## config.mk

```make
export PLATFORM = sky130hd
export DESIGN_NAME = plc_instruction_timer_unit
export DESIGN_NICKNAME = d
export VERILOG_FILES = /design/src/plc_timer_pkg.sv /design/src/plc_tick_gen.sv /design/src/plc_edge_det.sv /design/src/plc_instruction_timer_unit.sv
export SDC_FILE = /design/constraint.sdc
export NUM_CORES = 1
export LEC_CHECK = 0
export BUFFER_PORTS_ARGS = -buffer_cell sky130_fd_sc_hd__buf_2
export CAP_MARGIN = 10
export CORE_ASPECT_RATIO = 1.5
export CORE_UTILIZATION = 45
export CTS_BUF_LIST = sky130_fd_sc_hd__clkbuf_8 sky130_fd_sc_hd__clkbuf_16
export DETAILED_ROUTE_END_ITERATION = 12
export PLACE_DENSITY = 0.75
export SKIP_LAST_GASP = 1
export SYNTH_ARGS = -nofsm -noshare
export SYNTH_HDL_FRONTEND = slang
export SYNTH_HIERARCHICAL = 1
export SYNTH_SLANG_ARGS = --single-unit
```

## constraint.sdc

```tcl
create_clock -name CLK_I -period 5.1 [get_ports CLK_I]
set_input_delay 0.51 -clock CLK_I [delete_from_list [all_inputs] [get_ports CLK_I]]
set_output_delay 0.51 -clock CLK_I [all_outputs]
set_load 0.005 [all_outputs]
```

## src/plc_timer_pkg.sv

```systemverilog
package plc_timer_pkg;

  // Register byte offsets on the APB bus.
  localparam logic [7:0] CTRL_OFS = 8'h00;    // Enable and behaviour select.
  localparam logic [7:0] PRESET_OFS = 8'h04;  // Sixteen-bit preset.
  localparam logic [7:0] TICKDIV_OFS = 8'h08; // Clock cycles per time-base tick.
  localparam logic [7:0] STATUS_OFS = 8'h0c;  // Coil and busy flags, read only.
  localparam logic [7:0] VALUE_OFS = 8'h10;   // Timing value, read only.

  // Field positions.
  localparam int CTRL_EN_BIT = 0;
  localparam int CTRL_MODE_LSB = 1;
  localparam int STAT_COIL_BIT = 0;
  localparam int STAT_BUSY_BIT = 1;

  // Saturation ceiling of the timing value.
  localparam logic [15:0] VALUE_MAX = 16'h7fff;

  // Values after reset.
  localparam logic [15:0] PRESET_RST = 16'h0000;
  localparam logic [15:0] VALUE_RST = 16'h0000;

  // Time base: one tick per millisecond at the 50 MHz system clock.
  localparam int CLK_PERIOD_NS = 20;
  localparam int TICK_PERIOD_NS = 1000000;
  localparam int TICK_CYCLES_DFLT = TICK_PERIOD_NS / CLK_PERIOD_NS;

  // The four timer behaviours.
  typedef enum logic [1:0] {
    on_delay_behaviour = 2'h0,
    retentive_on_delay_behaviour = 2'h1,
    off_delay_behaviour = 2'h2,
    fixed_pulse_behaviour = 2'h3
  } mode_e;

  // Control word written by the program.
  typedef struct packed {
    mode_e mode;
    logic enable;
  } ctrl_s;

  // Timer state seen by software.
  typedef struct packed {
    logic busy;
    logic coil;
    logic [15:0] value;
  } timer_stat_s;

endpackage

```

## src/plc_tick_gen.sv

```systemverilog
`timescale 1ns/10ps
`default_nettype none

// Divides the system clock down to a one-cycle time-base tick.
module plc_tick_gen (
  input wire logic clk_i,
  input wire logic rst_i,
  input wire logic [31:0] div_i,
  output logic tick_o
);

  logic [31:0] cnt_reg;
  logic [31:0] cnt_next;
  logic tick_reg;
  logic tick_next;

  // A divider of zero or one still yields a tick every cycle, never a stall.
  always_comb begin
    tick_next = 1'b0;
    cnt_next = cnt_reg + 32'h0000_0001;
    if (cnt_next >= div_i) begin
      cnt_next = 32'h0000_0000;
      tick_next = 1'b1;
    end
  end

  // Counter registers.
  always_ff @(posedge clk_i) begin
    if (rst_i) begin
      cnt_reg <= 32'h0000_0000;
      tick_reg <= 1'b0;
    end else begin
      cnt_reg <= cnt_next;
      tick_reg <= tick_next;
    end
  end

  assign tick_o = tick_reg;

endmodule // plc_tick_gen

`default_nettype wire

```

## src/plc_edge_det.sv

```systemverilog
`timescale 1ns/10ps
`default_nettype none

// Detects rising and falling edges of a level from the same clock domain.
module plc_edge_det (
  input wire logic clk_i,
  input wire logic rst_i,
  input wire logic level_i,
  output logic rise_o,
  output logic fall_o
);

  logic prev_reg;

  // Reset low, so an enable already high after reset counts as a rising edge.
  always_ff @(posedge clk_i) begin
    if (rst_i) begin
      prev_reg <= 1'b0;
    end else begin
      prev_reg <= level_i;
    end
  end

  assign rise_o = level_i & ~prev_reg;
  assign fall_o = ~level_i & prev_reg;

endmodule // plc_edge_det

`default_nettype wire

```

## src/plc_instruction_timer_unit.sv

```systemverilog
// Implementation choices: the APB slave port and the register addresses.
`timescale 1ns/10ps
`default_nettype none

// How it works
// On-delay counts while enabled, saturates at 32767.
// On-delay modes: coil on when value reaches preset.
// On-delay disabled: clear value, coil off.
// On-delay first evaluation clears value and coil.
// Retentive counts while enabled, saturates at 32767.
// Retentive disabled: value and coil hold.
// Off-delay starts timing on enable falling edge.
// Off-delay counts to preset, coil off, freezes.
// Off-delay never starts from a plain low.
// Off-delay enabled: clear value, coil on.
// Pulse starts on rising edge when idle.
// Pulse ignores enable while timing, coil on.
// Pulse ends at preset: clear value, coil off.
// Value advances by one per time-base tick.
// Program holds mode and preset while active.
module plc_instruction_timer_unit
  import plc_timer_pkg::*;
#(
  parameter int TICK_CYCLES = TICK_CYCLES_DFLT
) (
  // Clock and reset.
  input wire logic CLK_I,
  input wire logic RST_I,
  // APB slave.
  input wire logic PSEL_I,
  input wire logic PENABLE_I,
  input wire logic PWRITE_I,
  input wire logic [7:0] PADDR_I,
  input wire logic [31:0] PWDATA_I,
  output logic [31:0] PRDATA_O,
  output logic PREADY_O,
  output logic PSLVERR_O,
  // Timer coil.
  output logic COIL_O
);

  ////////////////////////////////////////////////////////////////////////////////
  // Register file

  ctrl_s ctrl_reg;              // Enable and behaviour, written by software.
  ctrl_s ctrl_next;             // Next control word.
  logic [15:0] preset_reg;      // Preset value.
  logic [15:0] preset_next;     // Next preset.
  logic [31:0] tickdiv_reg;     // Clock cycles per tick.
  logic [31:0] tickdiv_next;    // Next tick divider.
  logic [31:0] prdata_reg;      // Read data held for the bus.
  logic [31:0] prdata_next;     // Next read data.
  logic pready_reg;             // Ready, raised one cycle into the access phase.
  logic pready_next;            // Next ready.
  logic pslverr_reg;            // Error answer for unmapped addresses.
  logic pslverr_next;           // Next error answer.
  logic acc_done;               // The access completes on this edge.
  logic hit;                    // Address maps to a register.
  timer_stat_s stat;            // Timer state gathered for reads.

  // Completion edge: the master sees pready high with psel and penable.
  assign acc_done = PSEL_I & PENABLE_I & pready_reg;

  // Decode, read mux and write effects; one wait state keeps outputs registered.
  always_comb begin
    ctrl_next = ctrl_reg;
    preset_next = preset_reg;
    tickdiv_next = tickdiv_reg;
    prdata_next = prdata_reg;
    pslverr_next = 1'b0;
    pready_next = 1'b0;
    hit = 1'b1;
    case (PADDR_I)
      CTRL_OFS: prdata_next = {29'h0, ctrl_reg};
      PRESET_OFS: prdata_next = {16'h0, preset_reg};
      TICKDIV_OFS: prdata_next = tickdiv_reg;
      STATUS_OFS: prdata_next = {30'h0, stat.busy, stat.coil};
      VALUE_OFS: prdata_next = {16'h0, stat.value};
      default: begin
        // Unmapped addresses read zero and answer with an error.
        prdata_next = 32'h0000_0000;
        hit = 1'b0;
      end
    endcase
    if (PSEL_I & PENABLE_I & ~pready_reg) begin
      // First access cycle: prepare the answer for the next edge.
      pready_next = 1'b1;
      pslverr_next = ~hit;
    end else begin
      prdata_next = prdata_reg;
    end
    if (acc_done & PWRITE_I) begin
      // Writes take effect only at the completing edge.
      case (PADDR_I)
        CTRL_OFS: ctrl_next = ctrl_s'(PWDATA_I[2:0]);
        PRESET_OFS: preset_next = PWDATA_I[15:0];
        TICKDIV_OFS: tickdiv_next = PWDATA_I;
        default: ctrl_next = ctrl_reg;
      endcase
    end
  end

  // Register file flops.
  always_ff @(posedge CLK_I) begin
    if (RST_I) begin
      ctrl_reg <= '{mode: on_delay_behaviour, enable: 1'b0};
      preset_reg <= PRESET_RST;
      tickdiv_reg <= 32'(TICK_CYCLES);
      prdata_reg <= 32'h0000_0000;
      pready_reg <= 1'b0;
      pslverr_reg <= 1'b0;
    end else begin
      ctrl_reg <= ctrl_next;
      preset_reg <= preset_next;
      tickdiv_reg <= tickdiv_next;
      prdata_reg <= prdata_next;
      pready_reg <= pready_next;
      pslverr_reg <= pslverr_next;
    end
  end

  assign PRDATA_O = prdata_reg;
  assign PREADY_O = pready_reg;
  assign PSLVERR_O = pslverr_reg;

  ////////////////////////////////////////////////////////////////////////////////
  // Time base and enable edges

  logic tick;     // One-cycle time-base pulse.
  logic en_rise;  // Enable went from off to on.
  logic en_fall;  // Enable went from on to off.

  // Tick generator; the divider is software programmable.
  plc_tick_gen u_tick (
    .clk_i(CLK_I),
    .rst_i(RST_I),
    .div_i(tickdiv_reg),
    .tick_o(tick)
  );

  // Edge detector on the enable bit.
  plc_edge_det u_edge (
    .clk_i(CLK_I),
    .rst_i(RST_I),
    .level_i(ctrl_reg.enable),
    .rise_o(en_rise),
    .fall_o(en_fall)
  );

  ////////////////////////////////////////////////////////////////////////////////
  // Timer core

  typedef enum logic {ST_IDLE, ST_RUN} run_e;

  run_e run_reg;          // Off-delay and pulse timing phase.
  run_e run_next;         // Next phase.
  logic [15:0] value_reg; // Timing value.
  logic [15:0] value_next;
  logic coil_reg;         // Coil output.
  logic coil_next;
  logic first_reg;        // High until the first evaluation after reset.
  logic [15:0] inc;       // Value plus one, for ticks.

  assign inc = value_reg + 16'h0001;

  // Mode and preset are assumed stable while timing; a change mid-run simply
  // continues from the current value under the new behaviour.
  always_comb begin
    run_next = run_reg;
    value_next = value_reg;
    coil_next = coil_reg;
    case (ctrl_reg.mode)
      on_delay_behaviour: begin
        run_next = ST_IDLE;
        if (first_reg) begin
          // First pass after start-up clears everything.
          value_next = VALUE_RST;
          coil_next = 1'b0;
        end else if (!ctrl_reg.enable) begin
          value_next = VALUE_RST;
          coil_next = 1'b0;
        end else begin
          if (tick && value_reg < VALUE_MAX) begin
            value_next = inc;
          end
          coil_next = (value_next >= preset_reg);
        end
      end
      retentive_on_delay_behaviour: begin
        run_next = ST_IDLE;
        if (ctrl_reg.enable) begin
          if (tick && value_reg < VALUE_MAX) begin
            value_next = inc;
          end
          coil_next = (value_next >= preset_reg);
        end
        // When disabled the value and coil simply hold.
      end
      off_delay_behaviour: begin
        if (ctrl_reg.enable) begin
          run_next = ST_IDLE;
          value_next = VALUE_RST;
          coil_next = 1'b1;
        end else begin
          case (run_reg)
            ST_IDLE: begin
              // Only a falling edge starts timing, never a plain low.
              if (en_fall) begin
                run_next = ST_RUN;
              end
            end
            ST_RUN: begin
              if (value_reg >= preset_reg) begin
                // Preset reached: coil drops and the value freezes.
                value_next = preset_reg;
                coil_next = 1'b0;
                run_next = ST_IDLE;
              end else if (tick) begin
                value_next = inc;
              end
            end
            default: run_next = ST_IDLE;
          endcase
        end
      end
      fixed_pulse_behaviour: begin
        case (run_reg)
          ST_IDLE: begin
            if (en_rise) begin
              // Start from the current value with the coil on.
              run_next = ST_RUN;
              coil_next = 1'b1;
            end
          end
          ST_RUN: begin
            // The enable is not looked at while timing.
            coil_next = 1'b1;
            if (value_reg >= preset_reg) begin
              run_next = ST_IDLE;
              value_next = VALUE_RST;
              coil_next = 1'b0;
            end else if (tick) begin
              value_next = inc;
            end
          end
          default: run_next = ST_IDLE;
        endcase
      end
      default: run_next = ST_IDLE;
    endcase
  end

  // Timer flops.
  always_ff @(posedge CLK_I) begin
    if (RST_I) begin
      run_reg <= ST_IDLE;
      value_reg <= VALUE_RST;
      coil_reg <= 1'b0;
      first_reg <= 1'b1;
    end else begin
      run_reg <= run_next;
      value_reg <= value_next;
      coil_reg <= coil_next;
      first_reg <= 1'b0;
    end
  end

  assign stat = '{busy: (run_reg == ST_RUN), coil: coil_reg, value: value_reg};
  assign COIL_O = coil_reg;

  wire is_on = (ctrl_reg.mode == on_delay_behaviour);
  wire is_ret = (ctrl_reg.mode == retentive_on_delay_behaviour);
  wire is_off = (ctrl_reg.mode == off_delay_behaviour);
  wire is_pls = (ctrl_reg.mode == fixed_pulse_behaviour);
endmodule // plc_instruction_timer_unit

`default_nettype wire

```

==> results_dict.tcl <==
set metrics [dict create \
    ios 80 \
    cts.sinks 138 \
    timing.rr.start "value_reg[0]" \
    num_vias 7780 \
    cts_hold_buffers 0 \
    slew_violations 0 \
    synth_ff_type "dfxtp_1" \
    worstSetupPathDepth 11 \
    grt_overflow_total 0 \
    fin_crit_sh 0.772 \
    drt_iter0_markers 540 \
    gp_congestion 0.917 \
    status "finished clean" \
    grt_use_total 0.252 \
    finalClockSkew_ns 0.0158 \
    core_area_um2 18000 \
    postCtsSetupBuffers 0 \
    syn-num-nets 1140 \
    layout_min_cycle_time_ns 3.94 \
    worst_r2r_endpoint "COIL_O" \
    ctsResizeCount 0 \
    start_util 0.462 \
    ys_seq_area_frac 0.332 \
    synth.area.top_cells "dfxtp_1, ha_1, nand2_1" \
    arrival_ns 4.26 \
    async_flop_share 0 \
    synth.distinct_cells 72 \
    dieArea_um2 19100 \
    insertion_delay_ns 0.42 \
    worstHoldPathCells 3 \
    p_per_area_nw_per_um2 261 \
    fin_nets 1176 \
    leakagePower_nw 3.67 \
    cts_max_level 4 \
    max_slew_margin 0.224 \
    yosysTopAreaCell "dfxtp_1" \
    first_pass_iters 5 \
    ys_ff_latch 138 \
    finalNonFillerCells 1295 \
    r2r_slack_ns 1.16 \
    synth-warning-count 6 \
    post-route-drc-count 0 \
    via_per_inst 6.01 \
    final_cell_mix "dfxtp_1, nand2_1, a21oi_1" \
    worstSetupStartpoint "value_reg[0]" \
    crit_path_end "COIL_O" \
    end_kind "flop" \
    clockBufferDepth 2 \
    rows 60 \
    syn_area_um2 8330 \
    fin_area_um2 9360 \
    syn_inst 1029 \
    die_y_um 169 \
    wl_per_cell_um 18.0 \
    drive_gt1_frac 0.137 \
    dp_hpwl_mm 16.7 \
    hold_violations 0 \
    root_buffer "clkbuf_16" \
    path_class "reg2reg" \
    grt_pass1_wl_mm 37.8 \
    setup_tns_ns 0 \
    cpMostUsedCell "ha_1" \
    peakVddDrop_uv 213 \
    crit_required_ns 5.43 \
    area_delta_synth_final_pct 12.4 \
    cpMaxStageDelayCell "or4_4" \
    rsz0062_at_grt "no" \
    antenna_found_initial 0 \
    maxCapViolCount 0 \
    placed_cell_area_um2 8750 \
    wl_mm 23.4 \
    die_x_um 113 \
    tightestPinTransition_ns 1.16 \
    antenna_cells 0 \
    tritoncts "built" \
    path_cells "ha_1, nand3_1, or4_4, nand2_4, mux2_1, ha_1, a211oi_1, o21ai_0, a221oi_1, or3_1, a2111oi_2" \
    avgSynthCellArea_um2 8.09 \
    ant_nets 0 \
    cts_buffers 17 \
    dp_cells 1263 \
    clk_pin_slew_ns 0.07 \
    grt_pass1_vias 7632 \
    portBuffers 79 \
    critPathBufInv 0 \
    final_core_util 0.520 \
    critPathMaxStageDelay_ns 0.64 \
    cp_top_family "simple AND/OR/NAND/NOR gates" \
    fmax_mhz 254 \
    synth-edff-count 0 \
    grt_max_degree 99 \
    worst_setup_path_start_kind "flop" \
    worstHoldPathType "in2reg" \
    synth_top_area_frac 0.332 \
    finalSetupViolations 0 \
    reg2reg_depth 11 \
    cp_max_fo 10 \
]
-- power by group --
part,leakage (nW),switching [mW],internal [mW]
clock network,0.298,0.517,0.760
registers,1.11,0.00338,1.08
logic,2.25,0.0524,0.0265
-- worst min path at each step --
stage | end | from
after floorplan | PRDATA_O[16] | PRDATA_O[16]
after global placement | PRDATA_O[20] | PRDATA_O[20]
after detailed placement | PRDATA_O[26] | PRDATA_O[26]
after CTS | tickdiv_reg[21] | PWDATA_I[21]
after global routing | tickdiv_reg[21] | PWDATA_I[21]
final | tickdiv_reg[17] | PWDATA_I[17]
-- synth_stat cells (all sizes together) (3+ instances only) --
library cell / instances
xnor2: 39
o21a: 3
nor2: 51
o32ai: 3
nand3b: 3
a211oi: 9
or3: 5
o21ai: 26
a221o: 3
nand2: 139
a21o: 12
nand4: 24
a221oi: 6
nand3: 86
xor2: 16
mux2i: 7
a31oi: 7
ha: 66
and4: 6
nor3b: 32
a21oi: 98
clkbuf: 46
or4: 6
nor2b: 5
a2bb2oi: 14
and2: 8
nor4: 9
nor3: 17
buf: 28
inv: 52
and3: 13
a2111oi: 3
dfxtp: 138
nand2b: 6
a41oi: 3
mux2: 3
a222oi: 14
-- layer usage --
metal / part of all wire / up-vias / global-route usage / routed length (µm)
met5: 0 / - / 0 / 0
met4: 0.046 / 0 / 0.157 / 1080
met3: 0.060 / 72 / 0.0451 / 1400
met2: 0.52 / 298 / 0.451 / 12200
met1: 0.37 / 3650 / 0.273 / 8670
li1: - / 3760 / - / -
-- cell type report --
class | count | area (µm²)
Clock buffer | 19 | 453
Timing Repair Buffer | 91 | 488
Clock inverter | 13 | 154
Inverter | 52 | 195
Sequential cell | 138 | 2760
Tap cell | 217 | 272
Fill cell | 1691 | 8660
Multi-Input combinational cell | 765 | 5040
-- logic make-up (layout without fill, tap and decap cells) --
family,after synthesis,after routing,synth area share
AOI/OAI and AO/OA,219,219,0.171
xor gates and xnor gates,55,55,0.0579
adders and majority gates,66,66,0.0992
buffers and inverters,126,175,0.0669
DFF,138,138,0.332
muxes,10,10,0.0125
and+or+nand+nor,415,415,0.261
-- worst register-to-register path, delay by kind of cell, from the launching register on --
family / cells / cell delay [ns]
flip-flops: 1 / 0.53
multiplexers: 1 / 0.37
adder cells (fa/ha/maj): 2 / 0.62
AND/OR/NAND/NOR: 4 / 1.40
AO/OA/AOI/OAI: 4 / 0.94
-- per-stage QoR --
step	total power [mW]	hold WS, ns	setup WS [ns]
after floorplan	1.15	0.448	1.84
after global placement	1.19	0.438	1.24
after detailed placement	1.19	0.443	1.21
after CTS	2.45	0.310	1.20
after global routing	2.50	0.316	0.954
final	2.44	0.324	1.16
Note: power is estimated with default switching activity, not from simulation.
